[config.mk]
export PLATFORM = sky130hd
export DESIGN_NAME = bfc_top
export DESIGN_NICKNAME = d
export VERILOG_FILES = /design/src/pkg/bfc_pkg.sv /design/src/hw/bfc_top.sv
export SDC_FILE = /design/constraint.sdc
export NUM_CORES = 1
export LEC_CHECK = 0
export BUFFER_PORTS_ARGS = -buffer_cell sky130_fd_sc_hd__buf_2
export CAP_MARGIN = 5
export CORE_MARGIN = 2
export CORE_UTILIZATION = 40
export DETAILED_ROUTE_END_ITERATION = 10
export PLACE_DENSITY = 0.64
export SYNTH_ARGS = -nofsm -noshare
export SYNTH_HDL_FRONTEND = slang
export SYNTH_SLANG_ARGS = --single-unit
export TNS_END_PERCENT = 50
[constraint.sdc]
create_clock -name mclk -period 5.9 [get_ports mclk]
set_clock_uncertainty 0.1 [all_clocks]
set_input_delay 1.18 -clock mclk [delete_from_list [all_inputs] [get_ports mclk]]
set_output_delay 1.18 -clock mclk [all_outputs]
set_load 0.02 [all_outputs]
[src/pkg/bfc_pkg.sv]
// constants, enumerations and timing counts of the beacon flash controller
// assumes a single free-running 25 MHz system clock
package bfc_pkg;
   // ----------------------------------------
   // timing
   // ----------------------------------------
   localparam int unsigned CLK_HZ      = 25_000_000;
   localparam int unsigned TICK_MS     = 10;
   localparam int unsigned TICK_CYCLES = TICK_MS * (CLK_HZ / 1000);
   localparam int unsigned DEB_MS      = 20;
   localparam logic [1:0]  DEB_TICKS   = 2'(DEB_MS / TICK_MS);
   localparam int unsigned LONG_MS     = 1000;
   localparam logic [6:0]  LONG_TICKS  = 7'(LONG_MS / TICK_MS);
   localparam logic [6:0]  SEC_TICKS   = 7'(1000 / TICK_MS);
   localparam logic [6:0]  HALF_TICKS  = 7'(500 / TICK_MS);
   localparam logic [6:0]  PULSE1_TICKS = 7'(100 / TICK_MS);
   localparam logic [6:0]  PULSE25_TICKS = 7'(250 / TICK_MS);
   localparam logic [6:0]  CONF_TICKS  = 7'(250 / TICK_MS);
   localparam logic [2:0]  CONF_HALVES = 3'h6;
   // ----------------------------------------
   // duration index table
   // ----------------------------------------
   localparam logic [11:0] DUR_MIN_S   = 12'h005;
   localparam logic [6:0]  DUR_FINE_N  = 7'h38;
   localparam logic [6:0]  DUR_MIN_N   = 7'h4b;
   localparam logic [11:0] DUR_HOUR_S  = 12'he10;
   localparam logic [11:0] DUR_STEP_S  = 12'h03c;
   localparam logic [7:0]  DUR_RST     = 8'h0f;
   // ----------------------------------------
   // settings
   // ----------------------------------------
   typedef enum logic [3:0] {
      PAT_WWS     = 4'h0, PAT_WWS_LEG = 4'h1, PAT_WWS_2  = 4'h2,
      PAT_UNI_05  = 4'h3, PAT_ALT_05  = 4'h4, PAT_ALT_3B = 4'h5,
      PAT_UNI_01  = 4'h6, PAT_UNI_025 = 4'h7, PAT_QUICK_U = 4'h8,
      PAT_QUICK_A = 4'h9, PAT_STEADY  = 4'ha
   } bfc_pat_t;
   typedef enum logic [1:0] {
      IN_MOMENTARY = 2'h0, IN_OPEN_LEVEL = 2'h1, IN_CLOSED_LEVEL = 2'h2, IN_NIGHT = 2'h3
   } bfc_in_t;
   typedef enum logic [1:0] {
      BATT_OK = 2'h0, BATT_LOW = 2'h1, BATT_CUTOFF = 2'h2
   } bfc_batt_t;
   localparam logic [7:0] PAT_RST = 8'h04;
   localparam logic [7:0] IN_RST  = 8'h00;
   // ----------------------------------------
   // menu items
   // ----------------------------------------
   localparam logic [4:0] IT_FAULT = 5'h00, IT_BATT = 5'h01, IT_SOLAR = 5'h02;
   localparam logic [4:0] IT_PAT = 5'h03, IT_INPUT = 5'h04, IT_DUR = 5'h05;
   localparam logic [4:0] IT_DIM = 5'h07, IT_AMB = 5'h08, IT_RDET = 5'h0e;
   localparam logic [4:0] IT_DOUT = 5'h0f, IT_PBST = 5'h10, IT_FW = 5'h13;
   localparam logic [4:0] IT_LAST = 5'h13;
endpackage : bfc_pkg

[src/hw/bfc_top.sv]
// beacon flash controller: front panel menu, pattern generator, activation, fault
// assumes synchronous active-high button and contact levels and per-bank load sense
`timescale 1ns/1ps
module bfc_top
   import bfc_pkg::*;
#(
   parameter int unsigned TICK_CYC = bfc_pkg::TICK_CYCLES,
   parameter logic [7:0]  FW_VER   = 8'h11          // arbitrary value
)(
   input  wire  logic       mclk,
   input  wire  logic       rst_b,
   input  wire  logic       btn_up,
   input  wire  logic       btn_dn,
   input  wire  logic       btn_set,
   input  wire  logic       contact_closed,
   input  wire  logic       is_night,
   input  wire  logic       batt_low,
   input  wire  logic       batt_cutoff,
   input  wire  logic       load_sense_b1,
   input  wire  logic       load_sense_b2,
   input  wire  logic       load_short,
   input  wire  logic [3:0] fixture_count,
   input  wire  logic       light_bar,
   output logic             bank1_on_r,
   output logic             bank2_on_r,
   output logic             digital_out_r,
   output logic             flashing_r,
   output logic             fixture_open_fault_r,
   output bfc_pkg::bfc_batt_t batt_state_r,
   output logic             night_r,
   output logic [4:0]       disp_item_r,
   output logic [7:0]       disp_value_r,
   output logic             disp_blink_r,
   output logic             disp_blank_r,
   output logic             bcast_r,
   output logic [4:0]       bcast_item_r,
   output logic [7:0]       bcast_value_r
);
   import bfc_pkg::*;

   // ----------------------------------------
   // tick and debounce
   // ----------------------------------------
   logic [31:0] div_r;
   logic        tick;
   assign tick = (div_r == 32'(TICK_CYC - 1));
   always_ff @(posedge mclk or negedge rst_b) begin
      if (!rst_b) div_r <= '0;
      else        div_r <= tick ? '0 : div_r + 32'h1;
   end

   logic [3:0] raw, db_r, db_prev_r;
   assign raw = {contact_closed, btn_set, btn_dn, btn_up};
   genvar gi;
   generate
      for (gi = 0; gi < 4; gi++) begin : g_deb
         logic [1:0] cnt_r;
         always_ff @(posedge mclk or negedge rst_b) begin
            if (!rst_b) begin
               cnt_r       <= '0;
               db_r[gi]    <= 1'b0;
            end else if (raw[gi] == db_r[gi]) begin
               cnt_r <= '0;
            end else if (tick) begin
               cnt_r <= cnt_r + 2'h1;
               if (cnt_r + 2'h1 >= DEB_TICKS) db_r[gi] <= raw[gi];
            end
         end
      end
   endgenerate
   always_ff @(posedge mclk or negedge rst_b) begin
      if (!rst_b) db_prev_r <= '0;
      else        db_prev_r <= db_r;
   end
   logic up_p, dn_p, contact_rise;
   assign up_p         = db_r[0] & ~db_prev_r[0];
   assign dn_p         = db_r[1] & ~db_prev_r[1];
   assign contact_rise = db_r[3] & ~db_prev_r[3];

   logic [6:0] hold_r;
   logic       long_p;
   // one second hold, one pulse per hold
   assign long_p = tick & db_r[2] & (hold_r == LONG_TICKS - 7'h1);
   always_ff @(posedge mclk or negedge rst_b) begin
      if (!rst_b)               hold_r <= '0;
      else if (!db_r[2])        hold_r <= '0;
      else if (tick && hold_r != LONG_TICKS) hold_r <= hold_r + 7'h1;
   end

   // ----------------------------------------
   // settings store and menu
   // ----------------------------------------
   logic [7:0] val_r [0:19];
   logic [7:0] pend_r;
   logic       edit_r;
   logic [2:0] conf_half_r;
   logic [6:0] conf_cnt_r;

   function automatic logic [7:0] max_val(input logic [4:0] it);
      case (it)
         IT_PAT:                 max_val = 8'(PAT_STEADY);
         IT_INPUT:               max_val = 8'h03;
         IT_DUR:                 max_val = 8'(DUR_MIN_N);
         IT_DIM, IT_AMB, IT_DOUT: max_val = 8'h01;
         default:                max_val = 8'hff;
      endcase
   endfunction : max_val

   function automatic logic [7:0] rst_val(input int i);
      case (i)
         3:       rst_val = PAT_RST;
         4:       rst_val = IN_RST;
         5:       rst_val = DUR_RST;
         default: rst_val = 8'h00;
      endcase
   endfunction : rst_val

   logic adjustable, is_bcast, fault_gone;
   logic [4:0] item_up, item_dn, item_nxt;
   assign adjustable = (disp_item_r >= IT_PAT) && (disp_item_r < IT_FW) &&
                       (disp_item_r != IT_RDET) && (disp_item_r != IT_PBST);
   assign is_bcast   = (disp_item_r == IT_DUR) || (disp_item_r == IT_DIM) || (disp_item_r == IT_AMB);
   // fault item skipped unless a fault is held
   assign item_up    = (disp_item_r == IT_LAST) ? (fixture_open_fault_r ? IT_FAULT : IT_BATT)
                                                : disp_item_r + 5'h1;
   assign item_dn    = (disp_item_r == IT_BATT && !fixture_open_fault_r) ? IT_LAST
                     : (disp_item_r == IT_FAULT) ? IT_LAST : disp_item_r - 5'h1;
   assign fault_gone = (disp_item_r == IT_FAULT) && !fixture_open_fault_r;
   // step through items one at a time
   assign item_nxt   = fault_gone ? IT_BATT : (up_p ? item_up : (dn_p ? item_dn : disp_item_r));

   always_ff @(posedge mclk or negedge rst_b) begin
      if (!rst_b) begin
         for (int i = 0; i < 20; i++) val_r[i] <= rst_val(i);
         disp_item_r <= IT_BATT;
         edit_r      <= 1'b0;
         pend_r      <= '0;
         bcast_r     <= 1'b0;
         bcast_item_r  <= '0;
         bcast_value_r <= '0;
      end else begin
         bcast_r <= 1'b0;
         if (!edit_r) begin
            disp_item_r <= item_nxt;
            // long press enters edit on adjustable item
            if (long_p && adjustable) begin
               edit_r <= 1'b1;
               pend_r <= val_r[disp_item_r];
            end
         end else if (long_p) begin
            edit_r               <= 1'b0;
            val_r[disp_item_r]   <= pend_r;
            bcast_r              <= is_bcast;
            bcast_item_r         <= disp_item_r;
            bcast_value_r        <= pend_r;
         end else if (up_p && pend_r < max_val(disp_item_r)) begin
            pend_r <= pend_r + 8'h1;
         end else if (dn_p && pend_r != 8'h00) begin
            pend_r <= pend_r - 8'h1;
         end
      end
   end

   always_ff @(posedge mclk or negedge rst_b) begin
      if (!rst_b) begin
         conf_half_r <= '0;
         conf_cnt_r  <= '0;
      end else if (edit_r && long_p) begin
         conf_half_r <= CONF_HALVES;
         conf_cnt_r  <= '0;
      end else if (tick && conf_half_r != 3'h0) begin
         conf_cnt_r <= (conf_cnt_r == CONF_TICKS - 7'h1) ? 7'h0 : conf_cnt_r + 7'h1;
         if (conf_cnt_r == CONF_TICKS - 7'h1) conf_half_r <= conf_half_r - 3'h1;
      end
   end

   logic [7:0] shown;
   assign shown = edit_r                     ? pend_r
                : (disp_item_r == IT_FAULT)  ? {7'h0, fixture_open_fault_r}
                : (disp_item_r == IT_BATT)   ? {6'h0, batt_state_r}
                : (disp_item_r == IT_SOLAR)  ? {7'h0, night_r}
                : (disp_item_r == IT_PBST)   ? {7'h0, db_r[3]}
                : (disp_item_r == IT_FW)     ? FW_VER
                : (disp_item_r == IT_RDET)   ? 8'h00 : val_r[disp_item_r];
   always_ff @(posedge mclk or negedge rst_b) begin
      if (!rst_b) begin
         disp_value_r <= '0;
         disp_blink_r <= 1'b0;
         disp_blank_r <= 1'b0;
      end else begin
         disp_value_r <= shown;
         disp_blink_r <= edit_r;
         disp_blank_r <= conf_half_r[0];
      end
   end

   // ----------------------------------------
   // battery, night and activation
   // ----------------------------------------
   bfc_pat_t pat;
   bfc_in_t  in_type;
   assign pat     = bfc_pat_t'(val_r[IT_PAT][3:0]);
   assign in_type = bfc_in_t'(val_r[IT_INPUT][1:0]);

   function automatic logic [11:0] dur_secs(input logic [7:0] idx);
      if (idx[6:0] < DUR_FINE_N)      dur_secs = DUR_MIN_S + 12'(idx);
      else if (idx[6:0] < DUR_MIN_N)  dur_secs = 12'(12'(idx - 8'h36) * DUR_STEP_S);
      else                            dur_secs = DUR_HOUR_S;
   endfunction : dur_secs

   logic [11:0] rem_s_r;
   logic [6:0]  sub_r;
   logic        active, go;
   always_ff @(posedge mclk or negedge rst_b) begin
      if (!rst_b) begin
         rem_s_r <= '0;
         sub_r   <= '0;
      end else if (contact_rise && in_type == IN_MOMENTARY) begin
         rem_s_r <= dur_secs(val_r[IT_DUR]);
         sub_r   <= '0;
      end else if (tick && rem_s_r != 12'h0) begin
         sub_r <= (sub_r == SEC_TICKS - 7'h1) ? 7'h0 : sub_r + 7'h1;
         if (sub_r == SEC_TICKS - 7'h1) rem_s_r <= rem_s_r - 12'h1;
      end
   end

   always_comb begin
      case (in_type)
         // brief closure runs the duration timer
         IN_MOMENTARY:    active = (rem_s_r != 12'h0);
         IN_OPEN_LEVEL:   active = db_r[3];
         IN_CLOSED_LEVEL: active = ~db_r[3];
         IN_NIGHT:        active = night_r;
         default:         active = 1'b0;
      endcase
   end
   assign go = active && (batt_state_r != BATT_CUTOFF);

   always_ff @(posedge mclk or negedge rst_b) begin
      if (!rst_b) begin
         batt_state_r <= BATT_OK;
         night_r      <= 1'b0;
      end else begin
         batt_state_r <= batt_cutoff ? BATT_CUTOFF : (batt_low ? BATT_LOW : BATT_OK);
         night_r      <= is_night;
      end
   end

   // ----------------------------------------
   // pattern generator
   // ----------------------------------------
   logic [6:0] ph_r;
   logic [3:0] seg, seg_leg;
   logic       b1, b2;
   assign seg     = 4'(ph_r / PULSE1_TICKS);
   assign seg_leg = ph_r[6:3];
   // phase held at zero while idle
   // so the bank registers see phase zero on the very first active edge
   always_ff @(posedge mclk or negedge rst_b) begin
      if (!rst_b)                 ph_r <= '0;
      else if (!go)               ph_r <= '0;
      else if (tick)              ph_r <= (ph_r == SEC_TICKS - 7'h1) ? 7'h0 : ph_r + 7'h1;
   end

   // wig-wag then both-on inside each second; the legacy variant runs shorter 80 ms steps
   always_comb begin
      b1 = 1'b0;
      b2 = 1'b0;
      case (pat)
         PAT_WWS: begin
            b1 = (seg == 4'h0) || (seg == 4'h2) || (seg == 4'h4) || (seg == 4'h6);
            b2 = (seg == 4'h1) || (seg == 4'h3) || (seg == 4'h4) || (seg == 4'h6);
         end
         PAT_WWS_LEG: begin
            b1 = (seg_leg == 4'h0) || (seg_leg == 4'h2) || (seg_leg == 4'h4) || (seg_leg == 4'h6);
            b2 = (seg_leg == 4'h1) || (seg_leg == 4'h3) || (seg_leg == 4'h4) || (seg_leg == 4'h6);
         end
         PAT_WWS_2: begin
            b1 = (seg == 4'h0) || (seg == 4'h2) || (seg == 4'h4) || (seg == 4'h5);
            b2 = (seg == 4'h1) || (seg == 4'h3) || (seg == 4'h4) || (seg == 4'h5);
         end
         // both on for the first half second
         PAT_UNI_05: begin
            b1 = (ph_r < HALF_TICKS);
            b2 = (ph_r < HALF_TICKS);
         end
         PAT_ALT_05, PAT_ALT_3B: begin
            b1 = (ph_r < HALF_TICKS);
            b2 = (ph_r >= HALF_TICKS);
         end
         PAT_UNI_01: begin
            b1 = (ph_r < PULSE1_TICKS);
            b2 = (ph_r < PULSE1_TICKS);
         end
         PAT_UNI_025: begin
            b1 = (ph_r < PULSE25_TICKS);
            b2 = (ph_r < PULSE25_TICKS);
         end
         // three 0.1 s pulses per burst
         PAT_QUICK_U: begin
            b1 = (seg < 4'h5) && !seg[0];
            b2 = (seg < 4'h5) && !seg[0];
         end
         PAT_QUICK_A: begin
            b1 = (seg < 4'h5) && !seg[0];
            b2 = (seg >= 4'h5) && seg[0];
         end
         // bank one held on, bank two unused
         PAT_STEADY: b1 = 1'b1;
         default: ;
      endcase
   end

   // single driver, bank selects from pattern
   always_ff @(posedge mclk or negedge rst_b) begin
      if (!rst_b) begin
         bank1_on_r    <= 1'b0;
         bank2_on_r    <= 1'b0;
         digital_out_r <= 1'b0;
         flashing_r    <= 1'b0;
      end else begin
         bank1_on_r    <= go & b1;
         bank2_on_r    <= go & b2;
         // digital output forced off in cutoff
         digital_out_r <= go & val_r[IT_DOUT][0];
         flashing_r    <= go;
      end
   end

   // ----------------------------------------
   // fixture fault
   // ----------------------------------------
   logic unison, open_chk, fault_now, seen_r;
   assign unison   = (pat == PAT_UNI_05) || (pat == PAT_UNI_01) || (pat == PAT_UNI_025) ||
                     (pat == PAT_QUICK_U) || (pat == PAT_STEADY);
   // open check only for small setups
   assign open_chk = !(unison && (fixture_count > 4'h1 || light_bar)) &&
                     !(fixture_count > 4'h2) && !(light_bar && fixture_count > 4'h1);
   // driven bank with no load counts as open; sampled on ticks so the driver settles
   assign fault_now = tick && flashing_r && (load_short ||
                      (open_chk && ((bank1_on_r && !load_sense_b1) || (bank2_on_r && !load_sense_b2))));
   always_ff @(posedge mclk or negedge rst_b) begin
      if (!rst_b) begin
         fixture_open_fault_r <= 1'b0;
         seen_r               <= 1'b0;
      end else begin
         if (go && !flashing_r) seen_r <= fault_now;
         else if (fault_now)    seen_r <= 1'b1;
         // clear only after a clean activation; a new fault wins
         if (fault_now)                             fixture_open_fault_r <= 1'b1;
         else if (!go && flashing_r && !seen_r)     fixture_open_fault_r <= 1'b0;
      end
   end
endmodule : bfc_top

After elaboration in Yosys (flattened, before gate mapping)
Index checks and enable logic that the tools add are counted.
{"block": "totals", "in_bits": 17, "output_inout_bits": 37, "wordCells": 326, "regBits": 298}
{"block": "op_classes", "multipliers": 1, "n_addsub": 17, "eq_ne": 52, "n_bitwise": 18, "reduce_logical": 95, "order_cmp": 19, "muxes": 70, "div_mod_pow": 1}
{"op": "bitwise mux 160 bit", "count": 1}
{"op": "two-way mux 8 bit", "count": 17}
{"op": "two-way mux 7 bit", "count": 11}
{"op": "two-way mux 12 bit", "count": 5}
{"op": "binary-select mux 8 bit (select 5 bit)", "count": 1}
{"op": "demux 8 bit (select 5 bit)", "count": 1}
{"op": "equality test 4 x 3 -> 1 bit, second input constant", "count": 9}
{"op": "adder 32 x 1 -> 32 bit, second input constant", "count": 1}
{"op": "equality test 32 x 18 -> 1 bit, second input constant", "count": 1}
{"op": "two-way mux 32 bit", "count": 1}
{"op": "case mux 8 bit (4 select lines)", "count": 1}
{"op": "two-way mux 5 bit", "count": 6}
{"op": "logical AND 1 bit", "count": 29}
{"op": "adder 7 x 1 -> 7 bit, second input constant", "count": 4}
{"op": "equality test 4 x 2 -> 1 bit, second input constant", "count": 6}
{"op": "logical OR 1 bit", "count": 23}
{"op": "nonzero test 2 bit", "count": 11}
{"op": "equality test 7 bit, second input constant", "count": 3}
{"op": "two-way mux 2 bit", "count": 9}
{"op": "equality test 5 x 3 -> 1 bit, second input constant", "count": 3}
{"op": "equality test 5 x 4 -> 1 bit, second input constant", "count": 3}
{"op": "AND reduction 3 bit", "count": 5}
{"op": "less-than comparator 7 x 6 -> 1 bit, second input constant", "count": 2}
{"op": "equality test 4 x 1 -> 1 bit, second input constant", "count": 3}
{"op": "57 further kinds", "count": 117}

Longest topological paths before layout
Gate-level depths: netlist of run 1.
{"block": "logic_depth", "ltp_word": 14, "ltp_mapped": 25, "mapped_depth_nobuf": 20}

Least setup slack after synthesis of run 1
No wires, ideal clock.
{"block": "synth_timing", "path_kind": "register to register", "startpoint": "register disp_item_r[0]", "endpoint": "register pend_r[7]", "n_path_buf": 4, "t_arrival_ps": 5603, "setup_time_ps": 123, "stages_incl_launch_ff": 24, "path_slack_ps": 74, "cell_sequence": "dfstp_2 -> buf_2 -> buf_2 -> clkbuf_1 -> inv_1 -> ha_1 -> buf_2 -> nor2b_1 -> a21oi_1 -> nor2_1 -> o32ai_1 -> nor2_1 -> ha_1 -> nor2b_1 -> a221o_1 -> a221oi_2 -> inv_1 -> ha_1 -> a21oi_1 -> o2111a_1 -> nor3_1 -> or4_1 -> o211a_1 -> o221a_1"}
{"block": "synth_between", "elab_chain_len": 10}
{"item": "start, declared", "line_no": "bfc_top.sv:31", "source": "output logic [4:0] disp_item_r,"}
{"item": "start signal, assigned", "line_no": "bfc_top.sv:144", "source": "disp_item_r <= item_nxt;"}
{"item": "equality test 5 x 3 -> 1 bit or equality test 5 x 4 -> 1 bit (tied branches)", "line_no": "bfc_top.sv:100", "source": "case (it)"}
{"item": "OR reduction 3 bit", "line_no": "bfc_top.sv:100"}
{"item": "case mux 8 bit (4 select lines)", "line_no": "bfc_top.sv:100"}
{"item": "two-way mux 8 bit", "line_no": "bfc_top.sv:150", "source": "end else if (long_p) begin"}
{"item": "two-way mux 8 bit", "line_no": "bfc_top.sv:143", "source": "if (!edit_r) begin"}
{"item": "less-than comparator 8 bit", "line_no": "bfc_top.sv:156", "source": "end else if (up_p && pend_r < max_val(disp_item_r)) begin"}
{"item": "logical AND 1 bit", "line_no": "bfc_top.sv:156"}
{"item": "two-way mux 8 bit", "line_no": "bfc_top.sv:156"}
{"item": "two-way mux 8 bit", "line_no": "bfc_top.sv:150"}
{"item": "two-way mux 8 bit", "line_no": "bfc_top.sv:143"}
{"item": "end signal, assigned", "line_no": "bfc_top.sv:148", "source": "pend_r <= val_r[disp_item_r];"}
{"item": "end signal, assigned", "line_no": "bfc_top.sv:157", "source": "pend_r <= pend_r + 8'h1;"}
{"item": "end signal, assigned", "line_no": "bfc_top.sv:159", "source": "pend_r <= pend_r - 8'h1;"}
{"item": "end, declared", "line_no": "bfc_top.sv:94", "source": "logic [7:0] pend_r;"}
Several ways; a longest one is shown, not always the timed one. The select of a mux whose other input is x is not followed.
A chain may end at the register's enable or synchronous reset.

Final worst setup path of run 1
Same ends and word-level chain as after synthesis.

==> results.md, run 1 <==
* CTS tree: done
* EDFF count, synth at 0
* Worst IR Drop VDD at 0.1809 mV
* Mean Syn Cell Area at 11.15 µm²
* Post-DP HPWL at 26.72 mm
* Post-DRT Antenna Nets at 0
* Fmax at 180.8 MHz
* Rows at 74
* Tcrit/Tclk final at 0.9377
* Arr. time, crit path at 5.84 ns
* Largest net degree at the start of global routing at 127
* Vias in the first global route at 11,550
* Clock sink count at 297
* FF-to-FF setup slack at 0.37 ns
* Syn_nets at 1,540
* Setup Fix Bufs, Post-CTS at 0
* Seq pwr share at 0.398
* First-pass GRT wire length at 63.24 mm
* Ranking of synthesized cells by area: dfrtp_1 44%, mux2_1 8.5%, mux2_2 4.3%
* Num CTS Buffers at 34
* Clock Path Buffers at 3
* Largest area contributor in the netlist: dfrtp_1
* CTS root buf: clkbuf_16
* Yosys top cell area share at 0.4447
* Core Area at 40,650 µm²
* Netlist Area Pre-Place at 16,370 µm²
* Yosys cell types at 90
* Clk pwr share at 0.384
* Drt wl/cell at 19.22 µm
* Status: finished clean
* Int Pwr at 3794 µW
* Worst skew pair latency at 0.52 ns
* Yosys reg bits at 297
* Worst-Margin Slew at 1.176 ns
* Worst slew margin at 0.2121
* Leak at 0.008570 µW
* IO Pins at 54
* Final nets at 1,561
* All-Layer GR Usage at 0.1889
* Crit. End Element: register
* DRC errors left at 0
* Warnings from Yosys at 0
* Die Height at 206.3 µm
* Layout area overhead at 11.37%
* Switching share of power at 0.3121
* Setup TNS at 0 ns
* Initial antenna violation count at 0
* Total Power at 5516 µW
* Crit-path max FO at 12
* Max_cap viols at 0
* Router iterations before antenna repair at 4
* Worst Path Class, Setup: reg2reg
* Final Core Density at 0.4487
* # port buffers at 53
* Final Slew Violations at 0
* Switching power at 1721 µW
* Worst Path Required at 6.21 ns
* Post-synthesis cell count at 1,469
* Via density per instance at 5.642
* Final setup viols at 0
* H-tree depth at 2
* Total gr overflow at 0
* CP startpoint kind: register
* Power per cell area at 302.5 nW/µm²
* WL final at 39.31 mm
* Initial Utilization at 0.4029
* RSZ-0062 raised after global routing: no
* Routability congestion estimate at 0.8823
* Final Hold Viols at 0
* Detailed router's first-iteration violation count at 676
* Layout cells sized above 1 at 0.1706
* Fraction of registers with async set/reset at 1.000
* Chip width at 206.3 µm
* Worst hold path type: reg2reg
* Most frequent cells in the layout: 290 x dfrtp_1, 124 x mux2_1, 104 x nor2_1, 74 x nand2_1, 65 x o21ai_0
* Commonest non-fill, non-tap cell in the layout: dfrtp_1
* Register area share after synthesis at 0.4543
* Comb power frac at 0.217
* Main synth FF type: dfrtp_1
* Vias at 11,540
* Die ar. at 42,570 µm²
* Final Critical Period at 5.532 ns
* CTS clk-pin slew, worst paths at 0.06 ns
## path summary, 6_finish.rpt
kind,start,to,cells after the start
max,disp_item_r[0],pend_r[7],19
max reg2reg,disp_item_r[0],pend_r[7],19
min,conf_half_r[0],disp_blank_r,0
min reg2reg,conf_half_r[0],disp_blank_r,0
min in group asynchronous,rst_b,div_r[7],1
max in group asynchronous,rst_b,disp_value_r[1],2
## logic make-up (layout without fill, tap and decap cells)
logic type / after synthesis / count (layout) / synth area share
and+or+nand+nor: 397 / 397 / 0.1345
other: 0 / 1 / 0
xor gates and xnor gates: 80 / 80 / 0.04363
adders and majority gates: 54 / 54 / 0.04676
muxes: 258 / 258 / 0.1864
DFF: 297 / 297 / 0.4543
AOI/OAI and AO/OA: 238 / 238 / 0.09781
buffers and inverters: 145 / 188 / 0.03652
## cell type report
class | instances | area [µm²]
clock inverter | 15 | 163.9
clock buffer | 43 | 945.9
fill | 3719 | 22410
multi-input combinational | 1027 | 8359
sequential | 297 | 7443
timing repair buffer | 74 | 445.4
inverter | 56 | 210.2
tap | 532 | 665.6
antenna | 1 | 2.502
## Yosys cell counts (14+ instances only)
| cell | n |
|---|---|
| nand2_1 | 74 |
| inv_1 | 55 |
| buf_2 | 31 |
| o21ai_0 | 65 |
| and3_1 | 16 |
| dfrtp_1 | 291 |
| xnor2_1 | 53 |
| clkbuf_1 | 54 |
| nand3_1 | 38 |
| mux2i_1 | 53 |
| mux2_1 | 124 |
| mux4_2 | 19 |
| ha_1 | 42 |
| nor2_1 | 105 |
| mux2_2 | 62 |
| nor2b_1 | 17 |
| and2_1 | 16 |
| a21oi_1 | 51 |
| a31oi_1 | 14 |
| nor3_1 | 30 |
| xor2_1 | 26 |
## state kept, by name (all words and copies together) (netlist names), 8 cells and up
| name | count |
|---|---|
| bcast_value_r | 8 |
| pend_r | 8 |
| val_r | 154 |
| g_deb.cnt_r | 8 |
| disp_value_r | 8 |
| div_r | 32 |
| rem_s_r | 12 |
## stage by stage
step / worst slack [ns] / hold slack (ns) / area [µm²] / cells
finish: 0.3677 / 0.3345 / 18240 / 2045
detailed placement: 0.4180 / 0.3219 / 17120 / 1986
global placement: 0.5924 / 0.3110 / 17120 / 1986
global route: 0.04424 / 0.3430 / 18230 / 2044
floorplan: 0.07417 / 0.2793 / 16370 / 1469
CTS: 0.3918 / 0.3353 / 18230 / 2044
## timing repair
item	4_1_cts	5_1_grt
endpoints found under the hold margin	0	0
endpoints found under the setup margin	0	1
hold buffers	0	0
resized for setup	0	1
## power groups by stage
stage	combinational [µW]	sequential (µW)	clock (µW)
2_1_floorplan	819	2220	0
3_5_place_dp	1190	2230	0
3_3_place_gp	1180	2230	0
6_report	1200	2200	2120
5_1_grt	1300	2210	2250
4_1_cts	1190	2200	2170
## worst max-delay path, cell delays in order (launching register included)
cell and delay (ns):
dfstp_2 0.72, inv_1 0.14, ha_1 0.23, nor2b_1 0.18
a21oi_1 0.25, nor2_1 0.08, o32ai_1 0.43, nor2_1 0.08
ha_1 0.29, nor2b_1 0.13, a221o_1 0.34, a221oi_2 0.42
inv_1 0.25, ha_1 0.33, a21oi_1 0.25, o2111a_1 0.25
nor3_2 0.07, or4_1 0.49, o211a_1 0.14, o221a_1 0.21
## layer usage
layer	GRT usage	share of wire	vias up
li1	-	-	5363
met3	0.02933	0.047	82
met2	0.3000	0.46	288
met4	0.07398	0.037	0
met5	0	0	-
met1	0.2596	0.46	5804
(Power assumes the default switching activity.)
==> run 2, diff against run 1 <==
- CORE_UTILIZATION: 40 -> 32
- PLACE_DENSITY: 0.64 -> 0.55
==> run 2 against run 1 <==
Against the previous run: fmax is 1.1% higher; clock power is 7% higher; hold slack worse by 0.0043 ns; count of clock-buffer cells in the layout is 5 higher; sequential power is 2% lower; register-to-register slack better by 0.06 ns; utilization is 8.0 points lower.
==> results.md, run 2 (synthesis results as in run 1) <==
* Status: finished clean
* Leak at 0.008642 µW (+0.84%)
* Vias at 11,600 (+0.55%)
* IO Pins at 54 (unchanged)
* Initial antenna violation count at 0 (unchanged)
* Final nets at 1,567 (+0.38%)
* Rows at 82 (+11%)
* Largest regs: val_r: 154 flops, div_r: 32 flops, rem_s_r: 12 flops
* Tcrit/Tclk final at 0.9271 (-0.01061)
* Die Height at 230.2 µm (+12%)
* Post-DP HPWL at 28.30 mm (+5.9%)
* Final Critical Period at 5.470 ns (-0.06260 ns)
* Inserted Diodes at 0 (-1)
* Via density per instance at 5.285 (-6.3%)
* Crit-path max FO at 10 (-2)
* # port buffers at 53 (unchanged)
* Worst Path Class, Setup: reg2reg
* CTS tree: done
* RSZ-0062 raised after global routing: no
* Clock Path Buffers at 3 (unchanged)
* Vias in the first global route at 11,820 (+2.3%)
* Largest reg by FF count: val_r
* Worst hold path type: reg2reg
* Max_cap viols at 0 (unchanged)
* Final Core Density at 0.3683 (-0.08039)
* Worst-Margin Slew at 1.228 ns (+0.05192 ns)
* Layout area overhead at 13.30%
* Power per cell area at 307.8 nW/µm² (+1.8%)
* Worst skew pair latency at 0.53 ns (about the same)
* Die ar. at 53,000 µm² (+24%)
* Drt wl/cell at 19.01 µm (-1.1%)
* Flip-flop count of the largest register after layout at 154 (unchanged)
* Fmax at 182.8 MHz (+1.1%)
* All-Layer GR Usage at 0.1598 (-0.02913)
* Final Hold Viols at 0 (unchanged)
* First-pass GRT wire length at 67.65 mm (+7.0%)
* Layout cells sized above 1 at 0.1753 (+0.004677)
* Chip width at 230.2 µm (+12%)
* Routability congestion estimate at 0.8710 (-1.3%)
* CP startpoint kind: register
* Post-CTS sizing at 0 (unchanged)
* Largest net degree at the start of global routing at 119 (-6.3%)
* Clock sink count at 297 (unchanged)
* Detailed router's first-iteration violation count at 706 (+4.4%)
* Commonest non-fill, non-tap cell in the layout: dfrtp_1
* Arr. time, crit path at 5.79 ns (-0.05 ns)
* Setup Fix Bufs, Post-CTS at 0 (unchanged)
* Worst slew margin at 0.1773 (-0.03477)
* Hold path cells at 0 (unchanged)
* Num CTS Buffers at 35 (+2.9%)
* Total gr overflow at 0 (unchanged)
* Setup TNS at 0 ns (unchanged)
* H-tree depth at 2 (unchanged)
* CTS clk-pin slew, worst paths at 0.06 ns (about the same)
* Hold_buf cts at 0 (unchanged)
* Most frequent cells in the layout: 290 x dfrtp_1, 124 x mux2_1, 104 x nor2_1, 74 x nand2_1, 65 x o21ai_0
* Core Area at 50,380 µm² (+24%)
* R2r worst-path depth at 20 (+1)
* Crit. End Element: register
* Worst IR Drop VDD at 0.2137 mV (+18%)
* Initial Utilization at 0.3250 (-0.07780)
* Worst Path Required at 6.22 ns (about the same)
* Final Slew Violations at 0 (unchanged)
* WL final at 41.73 mm (+6.2%)
* CTS root buf: clkbuf_16
* Final setup viols at 0 (unchanged)
* Post-DRT Antenna Nets at 0 (unchanged)
* Router iterations before antenna repair at 5 (+1)
* DRC errors left at 0 (unchanged)
run 2: cell count changes in the layout (fill, tap and decap cells not counted), sizes merged:
cell,change
diode,-1
clkinvlp,+1
buf,+5
inv,-1
clkbuf,+5
bufinv,+1
run 2: layer usage:
layer / GRT usage / part of all wire / routed length, µm
met5: 0 / 0 / 0
met2: 0.2587 / 0.46 / 19240
met1: 0.2190 / 0.47 / 19580
met4: 0.05000 / 0.028 / 1159
met3: 0.02579 / 0.042 / 1759
run 2: through the flow:
| stage | cell area (µm²) | instances | setup slack [ns] | hold slack (ns) | total power, µW |
|---|---|---|---|---|---|
| 2_1_floorplan | 16370 | 1469 | 0.07417 | 0.2793 | 3036 |
| 3_3_place_gp | 17330 | 2131 | 0.7442 | 0.3155 | 3467 |
| 3_5_place_dp | 17330 | 2131 | 0.5507 | 0.3182 | 3475 |
| 4_1_cts | 18550 | 2195 | 0.5265 | 0.3355 | 5771 |
| 5_1_grt | 18550 | 2195 | 0.1114 | 0.3470 | 5976 |
| 6_report | 18550 | 2195 | 0.4303 | 0.3302 | 5710 |
run 2: critical path, cell delays in order (launching register included):
cell and delay (ns):
dfstp_2 0.53, inv_1 0.07, ha_1 0.19, buf_4 0.17, nor2b_1 0.19, a21oi_1 0.22
nor2_1 0.08, o32ai_1 0.42, nor2_1 0.09, ha_1 0.30, nor2b_1 0.13, a221o_1 0.34
a221oi_2 0.43, inv_1 0.26, ha_1 0.44, nand3_1 0.13, o2111a_1 0.25, nor3_1 0.45
xnor2_1 0.12, o211a_1 0.23, o221a_1 0.22
run 2: path summary, 6_finish.rpt:
kind                                startpoint         endpoint  slack [ns]
worst min-delay path            conf_half_r[0]     disp_blank_r        0.33
worst min register to register  conf_half_r[0]     disp_blank_r        0.33
worst max-delay path            disp_item_r[0]        pend_r[7]        0.43
max in group asynchronous                rst_b       rem_s_r[6]        3.97
min in group asynchronous                rst_b  bcast_item_r[2]        0.57
worst max register to register  disp_item_r[0]        pend_r[7]        0.43
run 2: area by class of cell:
type / count / area, µm²
multi-input combinational: 1027 / 8354
clock buffer: 48 / 1016
tap: 672 / 840.8
fill: 4897 / 31820
clock inverter: 16 / 203.9
timing repair buffer: 79 / 483.0
sequential: 297 / 7443
inverter: 56 / 210.2
run 2: power breakdown:
group	leakage [µW]	internal, µW	switching (µW)
combinational	0.00397	446	836
sequential	0.00407	2090	69.3
clock	0.000600	1390	876
total	0.00864	3930	1780
